## src/hdl/pcr_pkg.sv

```systemverilog
// constants and types shared by the coding-sublayer and media-interface register bank
package pcr_pkg;

    // ------------------------------------------------------------------
    // clock and timing
    // ------------------------------------------------------------------
    localparam int CLK_PERIOD_NS = 10;          // 100 MHz system clock
    localparam int TMO_SHORT_US = 722;          // short descrambler timeout, microseconds
    localparam int TMO_LONG_MS = 2;             // long descrambler timeout, milliseconds
    localparam int unsigned TMO_SHORT_CYC_DEF = TMO_SHORT_US * 1000 / CLK_PERIOD_NS;
    localparam int unsigned TMO_LONG_CYC_DEF = TMO_LONG_MS * 1000000 / CLK_PERIOD_NS;
    localparam int TMO_CNT_W = 18;              // wide enough for the long timeout

    // ------------------------------------------------------------------
    // register indices (byte address is four times the index)
    // ------------------------------------------------------------------
    localparam int ADR_W = 8;                   // wishbone byte address width
    localparam logic [5:0] PCS_CFG_IDX = 6'h16; // pcs_config_status
    localparam logic [5:0] RMII_CFG_IDX = 6'h17; // rmii_bypass_config

    // ------------------------------------------------------------------
    // pcs_config_status field positions
    // ------------------------------------------------------------------
    localparam int PCS_FREE_CLK_BIT = 11;       // receive clock control, storage only
    localparam int PCS_TQ_BIT = 10;             // true_quiet_enable
    localparam int PCS_SDF_BIT = 9;             // signal_detect_force
    localparam int PCS_SDOPT_BIT = 8;           // signal_detect_policy
    localparam int PCS_DTIME_BIT = 7;           // descrambler_timeout_select
    localparam int PCS_F100_BIT = 5;            // force good 100 Mb/s link
    localparam int PCS_NRZI_BIT = 2;            // nrzi bypass

    // ------------------------------------------------------------------
    // rmii_bypass_config field positions
    // ------------------------------------------------------------------
    localparam int RMII_MODE_BIT = 5;           // reduced mii select
    localparam int RMII_OLD_BIT = 4;            // reduced_mii_old_revision

    // ------------------------------------------------------------------
    // reset values and bus constants
    // ------------------------------------------------------------------
    localparam logic SDOPT_RST = 1'b1;          // link held on signal level alone
    localparam logic CFG_OFF = 1'b0;            // reset value of all other fields
    localparam logic [15:0] ZERO16 = 16'h0000;
    localparam logic [31:0] ZERO32 = 32'h0000_0000;
    localparam logic [3:0] ZERO4 = 4'h0;
    localparam logic [TMO_CNT_W-1:0] TMO_ZERO = 18'h00000;

    // ------------------------------------------------------------------
    // state of the register bank
    // ------------------------------------------------------------------
    typedef struct packed {
        logic ack;                        // wishbone acknowledge
        logic [31:0] rdata;               // registered read data
        logic free_clk;
        logic true_quiet_enable;
        logic signal_detect_force;
        logic signal_detect_policy;
        logic descrambler_timeout_select;
        logic force_good;
        logic nrzi_bypass;
        logic rmii_mode;
        logic reduced_mii_old_revision;
        logic strap_done;                 // strap captured after reset release
        logic link;                       // link state machine
        logic link_o;                     // reported 100 Mb/s link
        logic sig_det_o;                  // signal detect towards the pma
        logic [TMO_CNT_W-1:0] tmo_cnt;    // descrambler timeout counter
        logic tmo_pulse;                  // resync request
    } pcr_state_t;

    // ------------------------------------------------------------------
    // state of the crs_dv generator
    // ------------------------------------------------------------------
    typedef struct packed {
        logic tog;                        // toggle phase after carrier drop
        logic crs_o;                      // mii carrier sense pin
        logic rx_dv_o;                    // mii rx_dv or rmii crs_dv pin
        logic [3:0] rxd_o;                // receive data pins
    } pcr_crs_state_t;

endpackage

```

## src/hdl/pcr_crs_dv.sv

```systemverilog
// receive-side pin stage: mii pass-through or rmii crs_dv generation
`timescale 1ns/1ps
module pcr_crs_dv
    import pcr_pkg::*;
(
    // clock, reset, enable
    input wire logic clk_i,
    input wire logic arst_n_i,
    input wire logic ce_i,
    // configuration
    input wire logic rmii_mode_i,
    input wire logic old_rev_i,
    // receive path from the coding sublayer
    input wire logic crs_i,
    input wire logic rx_dv_i,
    input wire logic [3:0] rxd_i,
    // pins towards the mac
    output logic crs_o,
    output logic rx_dv_o,
    output logic [3:0] rxd_o
);

    // ------------------------------------------------------------------
    // state
    // ------------------------------------------------------------------
    localparam pcr_crs_state_t CRS_RST = '{tog: 1'b0, crs_o: 1'b0, rx_dv_o: 1'b0, rxd_o: ZERO4};
    pcr_crs_state_t st_reg; // registered state
    pcr_crs_state_t st_next; // next state

    // next-state logic
    always_comb
    begin
        st_next = st_reg;
        st_next.rxd_o = rxd_i;
        if (!rmii_mode_i)
        begin
            // plain mii: pins follow the path untouched, rmii logic idle
            st_next.crs_o = crs_i;
            st_next.rx_dv_o = rx_dv_i;
            st_next.tog = 1'b0;
        end
        else if (old_rev_i)
        begin
            // older revision: held high until the last data leaves
            st_next.crs_o = 1'b0;
            st_next.rx_dv_o = crs_i | rx_dv_i;
            st_next.tog = 1'b0;
        end
        else
        begin
            st_next.crs_o = 1'b0;
            if (crs_i)
            begin
                // carrier present: steady high
                st_next.rx_dv_o = 1'b1;
                st_next.tog = 1'b0;
            end
            else if (rx_dv_i)
            begin
                // carrier gone, data still draining: toggle, low first
                st_next.rx_dv_o = st_reg.tog;
                st_next.tog = ~st_reg.tog;
            end
            else
            begin
                // idle line
                st_next.rx_dv_o = 1'b0;
                st_next.tog = 1'b0;
            end
        end
    end

    // state register, frozen while the enable is low
    always_ff @(posedge clk_i or negedge arst_n_i)
    begin
        if (!arst_n_i)
            st_reg <= CRS_RST;
        else if (ce_i)
            st_reg <= st_next;
    end

    assign crs_o = st_reg.crs_o;
    assign rx_dv_o = st_reg.rx_dv_o;
    assign rxd_o = st_reg.rxd_o;
endmodule

```

## src/hdl/pcr_regs.sv

```systemverilog
// coding-sublayer and media-interface configuration registers with link policy logic
//
// Functional notes
// - unused upper bits ignore writes, read zero
// - bit 10 selects true quiet transmit
// - bit 9 forces signal detect present
// - policy set: link holds on signal level
// - policy clear: link drops on lock loss
// - bit 7 selects 722 us or 2 ms
// - bit 5 forces good 100 Mb/s link
// - bit 2 bypasses nrzi coding
// - rmii mode bit resets from strap
// - revision 1.2: crs_dv toggles at end
// - revision 1.0: crs_dv held until done
// - mii mode bypasses rmii logic entirely
//
// Register access over Wishbone was chosen for this implementation.
`timescale 1ns/1ps
module pcr_regs
    import pcr_pkg::*;
#(
    parameter int unsigned TMO_SHORT_CYC = TMO_SHORT_CYC_DEF, // short timeout in cycles
    parameter int unsigned TMO_LONG_CYC = TMO_LONG_CYC_DEF    // long timeout in cycles
)
(
    // clock, reset, enable
    input wire logic CLK_I,
    input wire logic ARST_N_I,
    input wire logic CE_I,
    // wishbone classic slave
    input wire logic WB_CYC_I,
    input wire logic WB_STB_I,
    input wire logic WB_WE_I,
    input wire logic [ADR_W-1:0] WB_ADR_I,
    input wire logic [3:0] WB_SEL_I,
    input wire logic [31:0] WB_DAT_I,
    output logic [31:0] WB_DAT_O,
    output logic WB_ACK_O,
    // strap and pma / descrambler status
    input wire logic RMII_STRAP_I,
    input wire logic SIG_LEVEL_I,
    input wire logic DESCR_LOCK_I,
    input wire logic DESCR_IDLE_I,
    // controls towards the 100 Mb/s path
    output logic TRUE_QUIET_O,
    output logic NRZI_BYPASS_O,
    output logic SIGNAL_DETECT_O,
    output logic LINK_100_OK_O,
    output logic DESCR_TIMEOUT_O,
    output logic RMII_MODE_O,
    // receive path from the coding sublayer
    input wire logic RX_CRS_I,
    input wire logic RX_DV_I,
    input wire logic [3:0] RXD_I,
    // receive pins towards the mac
    output logic CRS_O,
    output logic RX_DV_O,
    output logic [3:0] RXD_O
);

    // ------------------------------------------------------------------
    // state
    // ------------------------------------------------------------------
    localparam pcr_state_t REG_RST = '{
        ack: 1'b0, rdata: ZERO32, free_clk: CFG_OFF, true_quiet_enable: CFG_OFF,
        signal_detect_force: CFG_OFF, signal_detect_policy: SDOPT_RST,
        descrambler_timeout_select: CFG_OFF, force_good: CFG_OFF, nrzi_bypass: CFG_OFF,
        rmii_mode: CFG_OFF, reduced_mii_old_revision: CFG_OFF, strap_done: 1'b0,
        link: 1'b0, link_o: 1'b0, sig_det_o: 1'b0, tmo_cnt: TMO_ZERO, tmo_pulse: 1'b0};

    pcr_state_t st_reg; // registered state
    pcr_state_t st_next; // next state
    logic take; // bus request accepted this cycle
    logic hit_pcs; // address selects pcs_config_status
    logic hit_rmii; // address selects rmii_bypass_config
    logic sig_eff; // signal level after the force bit
    logic [TMO_CNT_W-1:0] tmo_last; // last count before the timeout fires
    logic [15:0] pcs_word; // read image of pcs_config_status
    logic [15:0] rmii_word; // read image of rmii_bypass_config

    // ------------------------------------------------------------------
    // bus decode
    // ------------------------------------------------------------------
    // low two address bits are ignored: every register is one aligned word
    assign take = WB_CYC_I && WB_STB_I && !st_reg.ack;
    assign hit_pcs = (WB_ADR_I[ADR_W-1:2] == PCS_CFG_IDX);
    assign hit_rmii = (WB_ADR_I[ADR_W-1:2] == RMII_CFG_IDX);

    // timeout length follows the select bit
    assign tmo_last = st_reg.descrambler_timeout_select
        ? TMO_CNT_W'(TMO_LONG_CYC - 1)
        : TMO_CNT_W'(TMO_SHORT_CYC - 1);

    // forced detect is seen by the link logic as well as the pma output
    assign sig_eff = SIG_LEVEL_I || st_reg.signal_detect_force;

    // read images: unlisted and reserved positions stay zero
    always_comb
    begin
        pcs_word = ZERO16;
        pcs_word[PCS_FREE_CLK_BIT] = st_reg.free_clk;
        pcs_word[PCS_TQ_BIT] = st_reg.true_quiet_enable;
        pcs_word[PCS_SDF_BIT] = st_reg.signal_detect_force;
        pcs_word[PCS_SDOPT_BIT] = st_reg.signal_detect_policy;
        pcs_word[PCS_DTIME_BIT] = st_reg.descrambler_timeout_select;
        pcs_word[PCS_F100_BIT] = st_reg.force_good;
        pcs_word[PCS_NRZI_BIT] = st_reg.nrzi_bypass;
        rmii_word = ZERO16;
        rmii_word[RMII_MODE_BIT] = st_reg.rmii_mode;
        rmii_word[RMII_OLD_BIT] = st_reg.reduced_mii_old_revision;
    end

    // ------------------------------------------------------------------
    // next-state logic
    // ------------------------------------------------------------------
    always_comb
    begin
        st_next = st_reg;
        // ack lasts one cycle; the master must drop stb before the next request
        st_next.ack = take;
        // strap is caught on the first enabled edge after reset release
        if (!st_reg.strap_done)
        begin
            st_next.rmii_mode = RMII_STRAP_I;
            st_next.strap_done = 1'b1;
        end
        // reads: unmapped addresses answer zero
        if (take && !WB_WE_I)
        begin
            if (hit_pcs)
                st_next.rdata = {ZERO16, pcs_word};
            else if (hit_rmii)
                st_next.rdata = {ZERO16, rmii_word};
            else
                st_next.rdata = ZERO32;
        end
        // writes: only defined fields are stored, others are dropped
        if (take && WB_WE_I && hit_pcs)
        begin
            if (WB_SEL_I[1])
            begin
                st_next.free_clk = WB_DAT_I[PCS_FREE_CLK_BIT];
                st_next.true_quiet_enable = WB_DAT_I[PCS_TQ_BIT];
                st_next.signal_detect_force = WB_DAT_I[PCS_SDF_BIT];
                st_next.signal_detect_policy = WB_DAT_I[PCS_SDOPT_BIT];
            end
            if (WB_SEL_I[0])
            begin
                st_next.descrambler_timeout_select = WB_DAT_I[PCS_DTIME_BIT];
                st_next.force_good = WB_DAT_I[PCS_F100_BIT];
                st_next.nrzi_bypass = WB_DAT_I[PCS_NRZI_BIT];
            end
        end
        // a bus write after the strap cycle overrides the strapped mode
        if (take && WB_WE_I && hit_rmii && WB_SEL_I[0])
        begin
            st_next.rmii_mode = WB_DAT_I[RMII_MODE_BIT];
            st_next.reduced_mii_old_revision = WB_DAT_I[RMII_OLD_BIT];
        end
        // link state machine
        if (!st_reg.link)
        begin
            // rises only with both signal detect (level or force bit) and descrambler lock
            st_next.link = sig_eff && DESCR_LOCK_I;
        end
        else if (st_reg.signal_detect_policy)
        begin
            // lock loss is tolerated as long as the signal stays
            st_next.link = sig_eff;
        end
        else
        begin
            st_next.link = sig_eff && DESCR_LOCK_I;
        end
        // reported link: the force bit overrides everything
        st_next.link_o = st_next.link || st_reg.force_good;
        st_next.sig_det_o = sig_eff;
        // descrambler watchdog: idle symbols or lock loss restart it
        st_next.tmo_pulse = 1'b0;
        if (!DESCR_LOCK_I || DESCR_IDLE_I)
            st_next.tmo_cnt = TMO_ZERO;
        else if (st_reg.tmo_cnt >= tmo_last)
        begin
            // a shortened select while running fires at once, never wraps late
            st_next.tmo_cnt = TMO_ZERO;
            st_next.tmo_pulse = 1'b1;
        end
        else
            st_next.tmo_cnt = st_reg.tmo_cnt + 1'b1;
    end

    // state register, frozen while the enable is low
    always_ff @(posedge CLK_I or negedge ARST_N_I)
    begin
        if (!ARST_N_I)
            st_reg <= REG_RST;
        else if (CE_I)
            st_reg <= st_next;
    end

    // ------------------------------------------------------------------
    // outputs
    // ------------------------------------------------------------------
    assign WB_ACK_O = st_reg.ack;
    assign WB_DAT_O = st_reg.rdata;
    assign TRUE_QUIET_O = st_reg.true_quiet_enable;
    assign NRZI_BYPASS_O = st_reg.nrzi_bypass;
    assign SIGNAL_DETECT_O = st_reg.sig_det_o;
    assign LINK_100_OK_O = st_reg.link_o;
    assign DESCR_TIMEOUT_O = st_reg.tmo_pulse;
    assign RMII_MODE_O = st_reg.rmii_mode;

    // receive pin stage, steered by the media-interface register
    pcr_crs_dv u_crs_dv (
        .clk_i(CLK_I),
        .arst_n_i(ARST_N_I),
        .ce_i(CE_I),
        .rmii_mode_i(st_reg.rmii_mode),
        .old_rev_i(st_reg.reduced_mii_old_revision),
        .crs_i(RX_CRS_I),
        .rx_dv_i(RX_DV_I),
        .rxd_i(RXD_I),
        .crs_o(CRS_O),
        .rx_dv_o(RX_DV_O),
        .rxd_o(RXD_O)
    );
endmodule

```

## config.mk

```make
export PLATFORM = sky130hd
export DESIGN_NAME = pcr_regs
export DESIGN_NICKNAME = d
export VERILOG_FILES = /design/src/hdl/pcr_pkg.sv /design/src/hdl/pcr_crs_dv.sv /design/src/hdl/pcr_regs.sv
export SDC_FILE = /design/constraint.sdc
export NUM_CORES = 1
export LEC_CHECK = 0
export BUFFER_PORTS_ARGS = -buffer_cell sky130_fd_sc_hd__buf_2
export CAP_MARGIN = 40
export CORE_MARGIN = 1.5
export CORE_UTILIZATION = 45
export CTS_BUF_LIST = sky130_fd_sc_hd__clkbuf_4 sky130_fd_sc_hd__clkbuf_8 sky130_fd_sc_hd__clkbuf_16
export CTS_CLUSTER_SIZE = 24
export DETAILED_ROUTE_END_ITERATION = 10
export GPL_TIMING_DRIVEN = 0
export MAX_ROUTING_LAYER = met4
export PLACE_DENSITY_LB_ADDON = 0.3
export SLEW_MARGIN = 15
export SYNTH_ARGS = -nofsm -noshare
export SYNTH_HDL_FRONTEND = slang
export SYNTH_HIERARCHICAL = 1
export SYNTH_SLANG_ARGS = --single-unit
```

## constraint.sdc

```tcl
create_clock -name CLK_I -period 7.03 [get_ports CLK_I]
set_input_delay 1.7575 -clock CLK_I [delete_from_list [all_inputs] [get_ports CLK_I]]
set_output_delay 1.7575 -clock CLK_I [all_outputs]
set_load 0.01 [all_outputs]
```

==> metrics.md, run 1 <==
| Metric | Value |
|---|---|
| Status | finished, final reports clean |
| Area leader, netlist | dfrtp_1 |
| Core footprint | 5990 um^2 |
| Sequential fraction of the synthesis area | 42.8% |
| Final Hold Vio Count | 0 |
| Type of the worst min-delay path | reg -> reg |
| Die area | 6730 um^2 |
| CTS sink count | 48 |
| P&R area growth vs syn | 21.5% |
| GRT met2 Usage | 28.0% |
| Row cnt | 28 |
| Post-CTS setup buffer count | 0 |
| Clk slew on worst S/H paths | 0.09 ns |
| First-pass GRT wire length | 9.32 mm |
| Layout Skew | 0.0125 ns |
| Leakage power | 1.68 nW |
| GRT busiest layer | met2 |
| Top Ports | 105 |
| Final ANT Viol Nets | 0 |
| Fmax | 322 MHz |
| Vias/cell | 5.24 |
| Total GRT Usage | 18.7% |
| Clock tree buffer depth | 2 |
| Die W | 82.0 um |
| Met3 usage | 2.89% |
| TritonCTS clock tree | built |
| Hold Startpoint | WB_DAT_O[4] |
| H-tree levels | 2 |
| WL/cell | 13.2 um |
| HPWL Detailed | 4.47 mm |
| WP buf/inv | 2 |
| Worst-path fanout max | 10 |
| Synth Flop Type | dfrtp_1 |
| CP Cell Sequence | buf_2, nand3b_1, nor3_2, nand2_1, buf_6, o311ai_2 |
| Mapped Area | 2810 um^2 |
| Area share of the largest cell type after synthesis | 41.9% |
| GRT overflow | 0 |
| Synth area leaders | dfrtp_1, buf_4, mux2_2 |
| Worst setup EP type | flop |
| Cell family with most CP delay | simple AND/OR/NAND/NOR gates |
| Routed WL | 5.81 mm |
| Worst r2r src | pcs_word[7] |
| Period utilization | 44.2% |
| Syn avg cell area | 9.97 um^2 |
| Hold buffers post-CTS | 0 |
| Clock latency on the worst-skew pair | 0.31 ns |
| Peak supply drop | 0.142 mV |
| CP arrival | 3.31 ns |
| Largest register FFs | 20 |
| DRC viols | 0 |
| Vias in the first global route | 2008 |
| Initial antenna violation count | 0 |
| Post-synthesis cell type count | 50 |
| Worst setup SP type | primary input |
| Largest net degree at the start of global routing | 27 |
| Max-slew violation count | 0 |
| Register area | 1200 um^2 |
| Commonest cells in the synthesized netlist | dfrtp_1, buf_4, nand2_1 |
| Synthesized flop and latch total | 48 |
| Starting Density | 46.9% |
| Nets | 434 |
| RSZ-0062 raised after global routing | false |
| Async set or reset register ratio after synthesis | 100% |
| Post_cts resized | 0 |
| Vias | 2313 |
| Cell count after synthesis | 282 |
| Pre-CTS setup slack | 3.62 ns |
| Final WS setup | 3.92 ns |
| PD cells | 176 nW/um^2 |
| Critical Path RT | 7.23 ns |
| WS Path Type | in -> reg |
| Critical Path Start | CE_I |
| Multi-input gate area in the final layout | 1330 um^2 |
| First-pass DRT Iterations | 4 |
| Number of inserted diodes | 0 |
| Number of max-cap violations | 0 |
| Synth warnings | 6 |
| Slowest cell on crit path | nor3_2 |
| Final TNS setup | 0 ns |
| RD Place Congestion | 0.890 |
| Endpoints failing setup | 0 |
| Slew margin rel. | 50.2% |
| Met1 usage | 25.6% |
| Clock root buffer | clkbuf_8 |
| Max incr delay on CP | 0.55 ns |
| Minimum clock period | 3.11 ns |
| Worst Max-Slew Pin Slew | 0.745 ns |
| Count of flip-flops with a built-in enable after synthesis | 0 |
| Fillers | 524 |
| Clock buffers created by TritonCTS | 5 |
| Port bufs | 52 |
| Ratio of cells with drive above 1 in the final layout | 35.0% |
| Top-count cell post-synth | dfrtp_1 |
| Die Span Y | 82.0 um |
| Starting DRC count in detailed routing | 117 |
==> where the power goes <==
group / internal, mW / switching, mW
clock network: 0.143 / 0.0961
logic: 0.0344 / 0.0369
registers: 0.285 / 0.00565
==> cells by family after synthesis <==
family,count (synthesis),synth area share [%]
muxes,15,5.92
adders and majority gates,9,4.01
and+or+nand+nor,93,18.0
DFF,48,42.8
AOI/OAI and AO/OA,56,15.5
buffers and inverters,59,13.3
xor gates and xnor gates,1,0.312
other,1,0.133
==> cell type report <==
type | instances | share of cell area (%)
multi-input cells | 198 | 38.8
flip-flops and latches | 48 | 35.2
plain buffers | 45 | 9.42
repair buffers | 53 | 8.21
well taps | 75 | 2.75
clock buffers | 5 | 2.02
clock inverters | 3 | 2.02
inverters | 14 | 1.54
==> path summary, 6_finish.rpt <==
kind                               end  slack (ns)  cells after the start
setup / recovery             st_reg[9]        3.92                      6
hold / removal             WB_DAT_O[4]        0.49                      2
setup reg to reg             st_reg[9]        4.45                      8
hold reg to reg            WB_DAT_O[4]        0.49                      2
max in group asynchronous  pcs_word[8]        5.02                      2
min in group asynchronous   st_reg[12]        1.42                      1
==> cells in the final DEF (no fill, tap or decap), types with 3 or more instances in the layout <==
cell and instances:
a22o_1 6, dfrtp_1 47, nand3b_1 4, conb_1 24, a31oi_1 8, and2_1 5, o21ai_0 5, or2_2 4
a21o_1 3, clkbuf_8 5, ha_1 9, buf_4 36, nand2_1 25, clkbuf_1 5, o22ai_1 5, mux2_2 13
o311ai_2 3, buf_2 54, o2bb2ai_1 4, o311ai_1 3, inv_1 14, nand3_1 7, nor2_1 11, nand4_1 18
a21oi_1 8, nor3_1 5
==> layer usage <==
layer | share of wire (%) | routed length, um
met3 | 5.7 | 334
met5 | 0 | 0
met1 | 46 | 2680
met2 | 47 | 2730
met4 | 1.1 | 65
==> stage by stage <==
step / area, um^2 / util [%] / power [mW] / hold WS, ns / std cells
2_1_floorplan: 2900 / - / 0.338 / 0.451 / 305
3_3_place_gp: 3250 / 54.3 / 0.365 / 0.463 / 432
3_5_place_dp: 3280 / 54.7 / 0.367 / 0.470 / 433
4_1_cts: 3410 / 57.0 / 0.607 / 0.495 / 441
5_1_grt: 3410 / 57.0 / 0.630 / 0.507 / 441
6_report: 3410 / 57.0 / 0.601 / 0.488 / 441
==> worst register-to-register path: cells and delay by family (launching register included) <==
kind            cells  cell delay [ns]
buf+inv             2             0.40
compound gates      4             1.17
fa+ha+maj           1             0.27
flops               1             0.45
simple gates        1             0.18
(Power assumes the default switching activity.)
==> inputs of run 2 (changes only) <==
--- a/config.mk
+++ b/config.mk
@@ -5,6 +5,7 @@
 export SDC_FILE = /design/constraint.sdc
 export NUM_CORES = 1
 export LEC_CHECK = 0
+export ABC_AREA = 1
 export BUFFER_PORTS_ARGS = -buffer_cell sky130_fd_sc_hd__buf_2
 export CAP_MARGIN = 40
 export CORE_MARGIN = 1.5
==> constraint.sdc (replaced) <==
create_clock -name CLK_I -period 3.2 [get_ports CLK_I]
set_input_delay 0.8 -clock CLK_I [delete_from_list [all_inputs] [get_ports CLK_I]]
set_output_delay 0.8 -clock CLK_I [all_outputs]
set_load 0.01 [all_outputs]
==> run 2 against run 1 <==
The flow now finishes with violations (design-rule violations). Clock skew about the same. Combinational power increased by 110%. Critical endpoint is now st_reg[7]. Critical path type is now reg -> reg. First-iteration DRC count decreased by 1.7%. Sequential power increased by 120%. Critical path depth increased by 6. Non-clock buffer count decreased by 3.
==> metrics.md, run 2 <==
| Metric | Value |
|---|---|
| Status | complete, but fails checks |
| Failing checks | design-rule violations |
| Minimum clock period | 2.02 ns |
| Fmax | 495 MHz |
| Clock root buffer | clkbuf_8 |
| Clock latency on the worst-skew pair | 0.30 ns (about the same) |
| DRC viols | 9 (+9) |
| WL/cell | 10.9 um (-17%) |
| Vias | 2755 (+19%) |
| Vias/cell | 4.64 (-12%) |
| Synth Area in Compound Gates | 6.79% (-8.7 points) |
| Mapped Area | 3060 um^2 (+8.9%) |
| Top Ports | 105 (unchanged) |
| Worst setup EP type | flop |
| Clk slew on worst S/H paths | 0.09 ns (about the same) |
| Top-count cell post-synth | nand2_1 |
| Synth warnings | 6 (unchanged) |
| Most frequent cells in the layout | nand2_1, buf_2, dfrtp_1, inv_1, nor2_1 |
| First-pass DRT Iterations | 7 (+3) |
| Multi-input gate area in the final layout | 1450 um^2 (+9.6%) |
| Worst-path fanout max | 10 (unchanged) |
| Syn avg cell area | 7.07 um^2 (-29%) |
| Post_cts resized | 0 (unchanged) |
| Worst Max-Slew Pin Slew | 0.691 ns (-0.0540 ns) |
| TritonCTS clock tree | built |
| Register area | 1200 um^2 (unchanged) |
| Final WS setup | 1.18 ns (-2.75 ns) |
| Sequential fraction of the synthesis area | 39.3% (-3.5 points) |
| RSZ-0062 raised after global routing | false |
| Area share of the largest cell type after synthesis | 38.4% (-3.4 points) |
| Leakage power | 1.99 nW (+18%) |
| Count of flip-flops with a built-in enable after synthesis | 0 (unchanged) |
| Max-slew violation count | 0 (unchanged) |
| Peak supply drop | 0.224 mV (+58%) |
| Starting Density | 47.4% (+0.48 points) |
| Async set or reset register ratio after synthesis | 100% (unchanged) |
| Pre-CTS setup slack | 1.10 ns (-2.52 ns) |
| Critical Path RT | 3.43 ns (-3.80 ns) |
| H-tree levels | 2 (unchanged) |
| Clock buffers created by TritonCTS | 5 (unchanged) |
| P&R area growth vs syn | 19.3% |
| Type of the worst min-delay path | reg -> reg |
| Hold buffers post-CTS | 0 (unchanged) |
| Top layer in use | met4 |
| Simple-gate area share of the yosys netlist | 33.8% (+16 points) |
| Final TNS setup | 0 ns (unchanged) |
| Endpoints failing setup | 0 (unchanged) |
| Row cnt | 29 (+3.6%) |
| Post-CTS setup buffer count | 0 (unchanged) |
| First-pass GRT wire length | 11.1 mm (+19%) |
| Met3 wire len | 374 um (+12%) |
| Synth area leaders | dfrtp_1, nand2_1, buf_4 |
| Largest family of logic cells by synthesized area | simple AND/OR/NAND/NOR gates |
| Worst setup SP type | flop |
| Port bufs | 52 (unchanged) |
| Vias in the first global route | 2586 (+29%) |
| WS Path Type | reg -> reg |
| RD Place Congestion | 0.923 (+3.7%) |
| Largest net degree at the start of global routing | 29 (+7.4%) |
| Die W | 85.5 um (+4.2%) |
| Layout Skew | 0.0122 ns (-0.000330 ns) |
| Synth Flop Type | dfrtp_1 |
| Synthesized flop and latch total | 48 (unchanged) |
| Slew margin rel. | 53.9% (+3.7 points) |
| Initial antenna violation count | 0 (unchanged) |
| Ratio of cells with drive above 1 in the final layout | 22.1% (-13 points) |
| Clock tree buffer depth | 2 (unchanged) |
| Number of inserted diodes | 0 (unchanged) |
| XOR/XNOR Fraction of Synth Area | 0.286% (-0.025 points) |
| Area leader, netlist | dfrtp_1 |
| Starting DRC count in detailed routing | 115 (-1.7%) |
| Cell count after synthesis | 433 (+54%) |
| Core footprint | 6460 um^2 (+7.8%) |
| Die area | 7300 um^2 (+8.6%) |
| Commonest non-fill, non-tap cell in the layout | nand2_1 |
| CP arrival | 2.25 ns (-1.06 ns) |
| Number of max-cap violations | 0 (unchanged) |
| PD cells | 343 nW/um^2 (+95%) |
| CTS sink count | 48 (unchanged) |
| GRT overflow | 0 (unchanged) |
| Total GRT Usage | 19.2% (+0.55 points) |
| Commonest cells in the synthesized netlist | nand2_1, dfrtp_1, inv_1 |
| Die Span Y | 85.5 um (+4.2%) |
| Mux cell area share after synthesis | 0% (-5.9 points) |
| Met2 WL | 2.95 mm (+8.2%) |
| Period utilization | 63.2% |
| Post-synthesis cell type count | 34 (-32%) |
| Routed WL | 6.48 mm (+11%) |
| Nets | 585 (+35%) |
| Met1 wire length | 3.01 mm (+12%) |
| HPWL Detailed | 5.02 mm (+12%) |
| Fillers | 619 (+18%) |
| Final Hold Vio Count | 0 (unchanged) |
| Final ANT Viol Nets | 0 (unchanged) |
| Adder-Cell Fraction of Synth Area | 3.68% (-0.33 points) |
| Largest register FFs | 20 (unchanged) |
[run 2: cell count changes in the layout (fill, tap and decap cells not counted), sizes merged, moves of 4 or more]
cell	delta
a22o	-6
a31oi	-8
and2	-4
inv	+32
mux2	-13
nand2	+137
nand3	+10
nand4	-10
nor2	+37
o21ai	+16
o22ai	-5
o2bb2ai	-4
o311ai	-6
[run 2: cell families after synthesis]
logic type                 Yosys count
and+or+nand+nor                    245
AOI/OAI and AO/OA                   39
xor gates and xnor gates             1
buffers and inverters               90
DFF                                 48
other                                1
adders and majority gates            9
[run 2: worst paths after layout]
check | start | to | slack [ns] | cells after the start
setup / recovery | pcs_word[7] | st_reg[7] | 1.18 | 12
hold / removal | u_crs_dv/rxd_o[0] | u_crs_dv/rxd_o[0] | 0.49 | 2
setup reg to reg | pcs_word[7] | st_reg[7] | 1.18 | 12
hold reg to reg | u_crs_dv/rxd_o[0] | u_crs_dv/rxd_o[0] | 0.49 | 2
max in group asynchronous | ARST_N_I | st_reg[1] | 2.11 | 2
min in group asynchronous | ARST_N_I | WB_DAT_O[9] | 0.53 | 1
[run 2: where the power goes]
part | internal (mW) | leakage (nW) | total (mW) | switching [mW]
Clock | 0.256 | 0.0614 | 0.465 | 0.209
Sequential | 0.623 | 0.637 | 0.635 | 0.0120
Combinational | 0.0683 | 1.30 | 0.152 | 0.0838
Total | 0.947 | 1.99 | 1.25 | 0.305
[run 2: worst max-delay path, cell delays in order (launching register included)]
cell      delay, ns
dfrtp_1        0.43
inv_1          0.23
ha_1           0.28
nand2_1        0.06
clkinv_1       0.09
nand2_1        0.07
nor2_1         0.04
nand2_1        0.07
nand3_2        0.10
nor2_4         0.27
buf_6          0.19
nand2_1        0.05
nand2_1        0.06
[run 2: per-layer routing]
| metal | vias to the layer above | track usage (%) |
|---|---|---|
| li1 | 1452 | - |
| met1 | 1210 | 25.0 |
| met2 | 81 | 31.4 |
| met3 | 12 | 2.72 |
| met4 | 0 | 5.72 |
| met5 | - | - |
[run 2: cell type report]
cell class,count,share of cell area [%]
tap,77,2.64
buffer,42,8.43
timing repair buffer,53,7.88
inverter,48,5.00
clock buffer,6,2.26
multi-input combinational,318,39.8
clock inverter,2,1.06
sequential,48,32.9
[run 2: through the flow]
| stage | std cells | hold WS (ns) | total power [mW] | util, % | instance area (um^2) |
|---|---|---|---|---|---|
| 2_1_floorplan | 456 | 0.443 | 0.735 | - | 3150 |
| 3_3_place_gp | 585 | 0.456 | 0.792 | 54.2 | 3500 |
| 3_5_place_dp | 586 | 0.464 | 0.799 | 54.7 | 3530 |
| 4_1_cts | 594 | 0.490 | 1.26 | 56.5 | 3650 |
| 5_1_grt | 594 | 0.507 | 1.31 | 56.5 | 3650 |
| 6_report | 594 | 0.486 | 1.25 | 56.5 | 3650 |
==> inputs of run 3 (changes only) <==
==> constraint.sdc (replaced) <==
create_clock -name CLK_I -period 1.9 [get_ports CLK_I]
set_input_delay 0.475 -clock CLK_I [delete_from_list [all_inputs] [get_ports CLK_I]]
set_output_delay 0.475 -clock CLK_I [all_outputs]
set_load 0.01 [all_outputs]
==> run 3 against run 2 <==
The flow still finishes with violations (design-rule violations). Via count rose by 1.3%. Non-clock buffer count rose by 1. Total power rose by 68%. Hold slack got worse by 0.28 ns.
==> metrics.md, run 3 (synthesis results as in run 2) <==
| Metric | Value |
|---|---|
| DRC viols | 9 (unchanged) |
| Vias in the first global route | 2594 (+0.31%) |
| Period utilization | 94.2% (+31 points) |
| TritonCTS clock tree | built |
| Number of inserted diodes | 0 (unchanged) |
| WL/cell | 11.0 um (+1.3%) |
| RD Place Congestion | 0.923 (unchanged) |
| Gate power share | 12.2% (about the same) |
| Die Span Y | 85.5 um (unchanged) |
| Worst-path fanout max | 10 (unchanged) |
| Total GRT Usage | 19.2% (-0.021 points) |
| Largest register FFs | 20 (unchanged) |
| Top layer in use | met4 |
| Overall power | 2.11 mW (+68%) |
| Number of max-cap violations | 0 (unchanged) |
| Status | complete, but fails checks |
| Met3 wire len | 329 um (-12%) |
| Leakage power | 2.00 nW (+0.38%) |
| Met1 wire length | 3.05 mm (+1.3%) |
| Clock root buffer | clkbuf_8 |
| Type of the worst min-delay path | in -> async |
| PD cells | 572 nW/um^2 (+67%) |
| Minimum clock period | 1.79 ns (-0.231 ns) |
| Worst Max-Slew Pin Slew | 0.693 ns (+0.00232 ns) |
| Commonest non-fill, non-tap cell in the layout | nand2_1 |
| P&R area growth vs syn | 20.3% |
| Peak supply drop | 0.373 mV (+67%) |
| WP buf/inv | 4 (+1) |
| Ratio of cells with drive above 1 in the final layout | 23.0% (+0.92 points) |
| Cell area after placement | 3530 um^2 (unchanged) |
| CTS sink count | 48 (unchanged) |
| Final ANT Viol Nets | 0 (unchanged) |
| Met2 WL | 3.06 mm (+3.5%) |
| Layout Utilization | 57.0% (+0.45 points) |
| First-pass GRT wire length | 11.1 mm (-0.18%) |
| Layout Skew | 0.0121 ns (-0.0000654 ns) |
| Hold buffers post-CTS | 0 (unchanged) |
| Clk slew on worst S/H paths | 0.09 ns (about the same) |
| Clock Power Share | 37.1% (about the same) |
| Max incr delay on CP | 0.46 ns (+0.03 ns) |
| Vias | 2792 (+1.3%) |
| Nets | 586 (+0.17%) |
| Worst setup SP type | flop |
| HPWL Detailed | 5.02 mm (unchanged) |
| Port bufs | 52 (unchanged) |
| Switch Pwr | 0.511 mW (+68%) |
| Max-slew violation count | 0 (unchanged) |
| Fmax | 559 MHz (+13%) |
| Routed WL | 6.57 mm (+1.5%) |
| Cell family with most CP delay | simple AND/OR/NAND/NOR gates |
| H-tree levels | 2 (unchanged) |
| Vias/cell | 4.69 (+1.2%) |
| Endpoints failing setup | 0 (unchanged) |
| Slowest cell on crit path | dfrtp_2 |
| Initial antenna violation count | 0 (unchanged) |
| Final TNS setup | 0 ns (unchanged) |
| Top Ports | 105 (unchanged) |
| Critical Path Start | pcs_word[7] |
| Worst setup EP type | flop |
| Slew margin rel. | 53.8% (-0.15 points) |
| Most frequent cells in the layout | nand2_1, buf_2, dfrtp_1, inv_1, nor2_1 |
| Final Hold Vio Count | 0 (unchanged) |
| CP Cell Sequence | inv_4, ha_1, nand2_1, inv_1, a21oi_1, nand2_1, inv_1, nor2_2, nor2_4, buf_6, nand2_1, nand2_1 |
| Starting DRC count in detailed routing | 113 (-1.7%) |
| CP arrival | 2.02 ns (-0.23 ns) |
| Clock buffers created by TritonCTS | 5 (unchanged) |
| Core footprint | 6460 um^2 (unchanged) |
| Clock latency on the worst-skew pair | 0.30 ns (about the same) |
| Row cnt | 29 (unchanged) |
| Flop pwr share | 50.8% (about the same) |
| WS Path Type | reg -> reg |
| Sw Ratio | 24.3% (-0.077 points) |
| Final hold slack | 0.208 ns (-0.278 ns) |
| Failing checks | design-rule violations |
| Post-route cell area | 3680 um^2 (+0.79%) |
| Clock tree buffer depth | 2 (unchanged) |
| GRT overflow | 0 (unchanged) |
| Starting Density | 47.4% (unchanged) |
| Largest net degree at the start of global routing | 29 (unchanged) |
| Die W | 85.5 um (unchanged) |
| CP most frequent cell | nand2_1 |
| Int Power | 1.59 mW (+68%) |
| Die area | 7300 um^2 (unchanged) |
| Worst r2r src | pcs_word[7] |
| Critical Path RT | 2.13 ns (-1.30 ns) |
| First-pass DRT Iterations | 7 (unchanged) |
[run 3: cell count changes in the layout (fill, tap and decap cells not counted), sizes merged]
cell	before	now
buf	91	92
[run 3: final cells by class]
| cell class | instances | area, um^2 |
|---|---|---|
| clock inverter | 2 | 38.8 |
| timing repair buffer | 54 | 308 |
| fill | 618 | 2780 |
| buffer | 42 | 308 |
| sequential | 48 | 1200 |
| multi-input combinational | 318 | 1460 |
| inverter | 48 | 185 |
| tap | 77 | 96.3 |
| clock buffer | 6 | 82.6 |
[run 3: worst paths after layout]
path / end / slack (ns) / cells past startpoint
setup / recovery: st_reg[7] / 0.11 / 12
hold / removal: WB_DAT_O[9] / 0.21 / 1
setup reg to reg: st_reg[7] / 0.11 / 12
hold reg to reg: u_crs_dv/rxd_o[0] / 0.49 / 2
max in group asynchronous: st_reg[1] / 1.13 / 2
min in group CLK_I: u_crs_dv/rxd_o[0] / 0.37 / 3
[run 3: through the flow]
| step | worst slack (ns) | instances |
|---|---|---|
| finish | 0.110 | 595 |
| global route | -0.0612 | 595 |
| CTS | 0.0612 | 595 |
| detailed placement | -0.0896 | 586 |
| global placement | -0.0497 | 585 |
| floorplan | 0.254 | 456 |
[run 3: layer usage]
metal,global-route usage [%],vias up
met5,-,-
li1,-,1456
met3,2.82,12
met4,5.87,0
met1,24.7,1236
met2,31.4,88
[run 3: what timing repair did]
| item | in CTS | in global routing |
|---|---|---|
| setup endpoints to repair | 10 | 18 |
| pin swaps | 1 | 1 |
| resized for setup | 1 | 4 |
| setup buffers | 1 | 0 |
[run 3: power by group through the flow]
stage / combinational, mW / clock, mW / sequential (mW)
global route: 0.287 / 0.840 / 1.07
floorplan: 0.146 / 0 / 1.09
global placement: 0.246 / 0 / 1.09
finish: 0.256 / 0.781 / 1.07
detailed placement: 0.257 / 0 / 1.09
CTS: 0.257 / 0.803 / 1.07
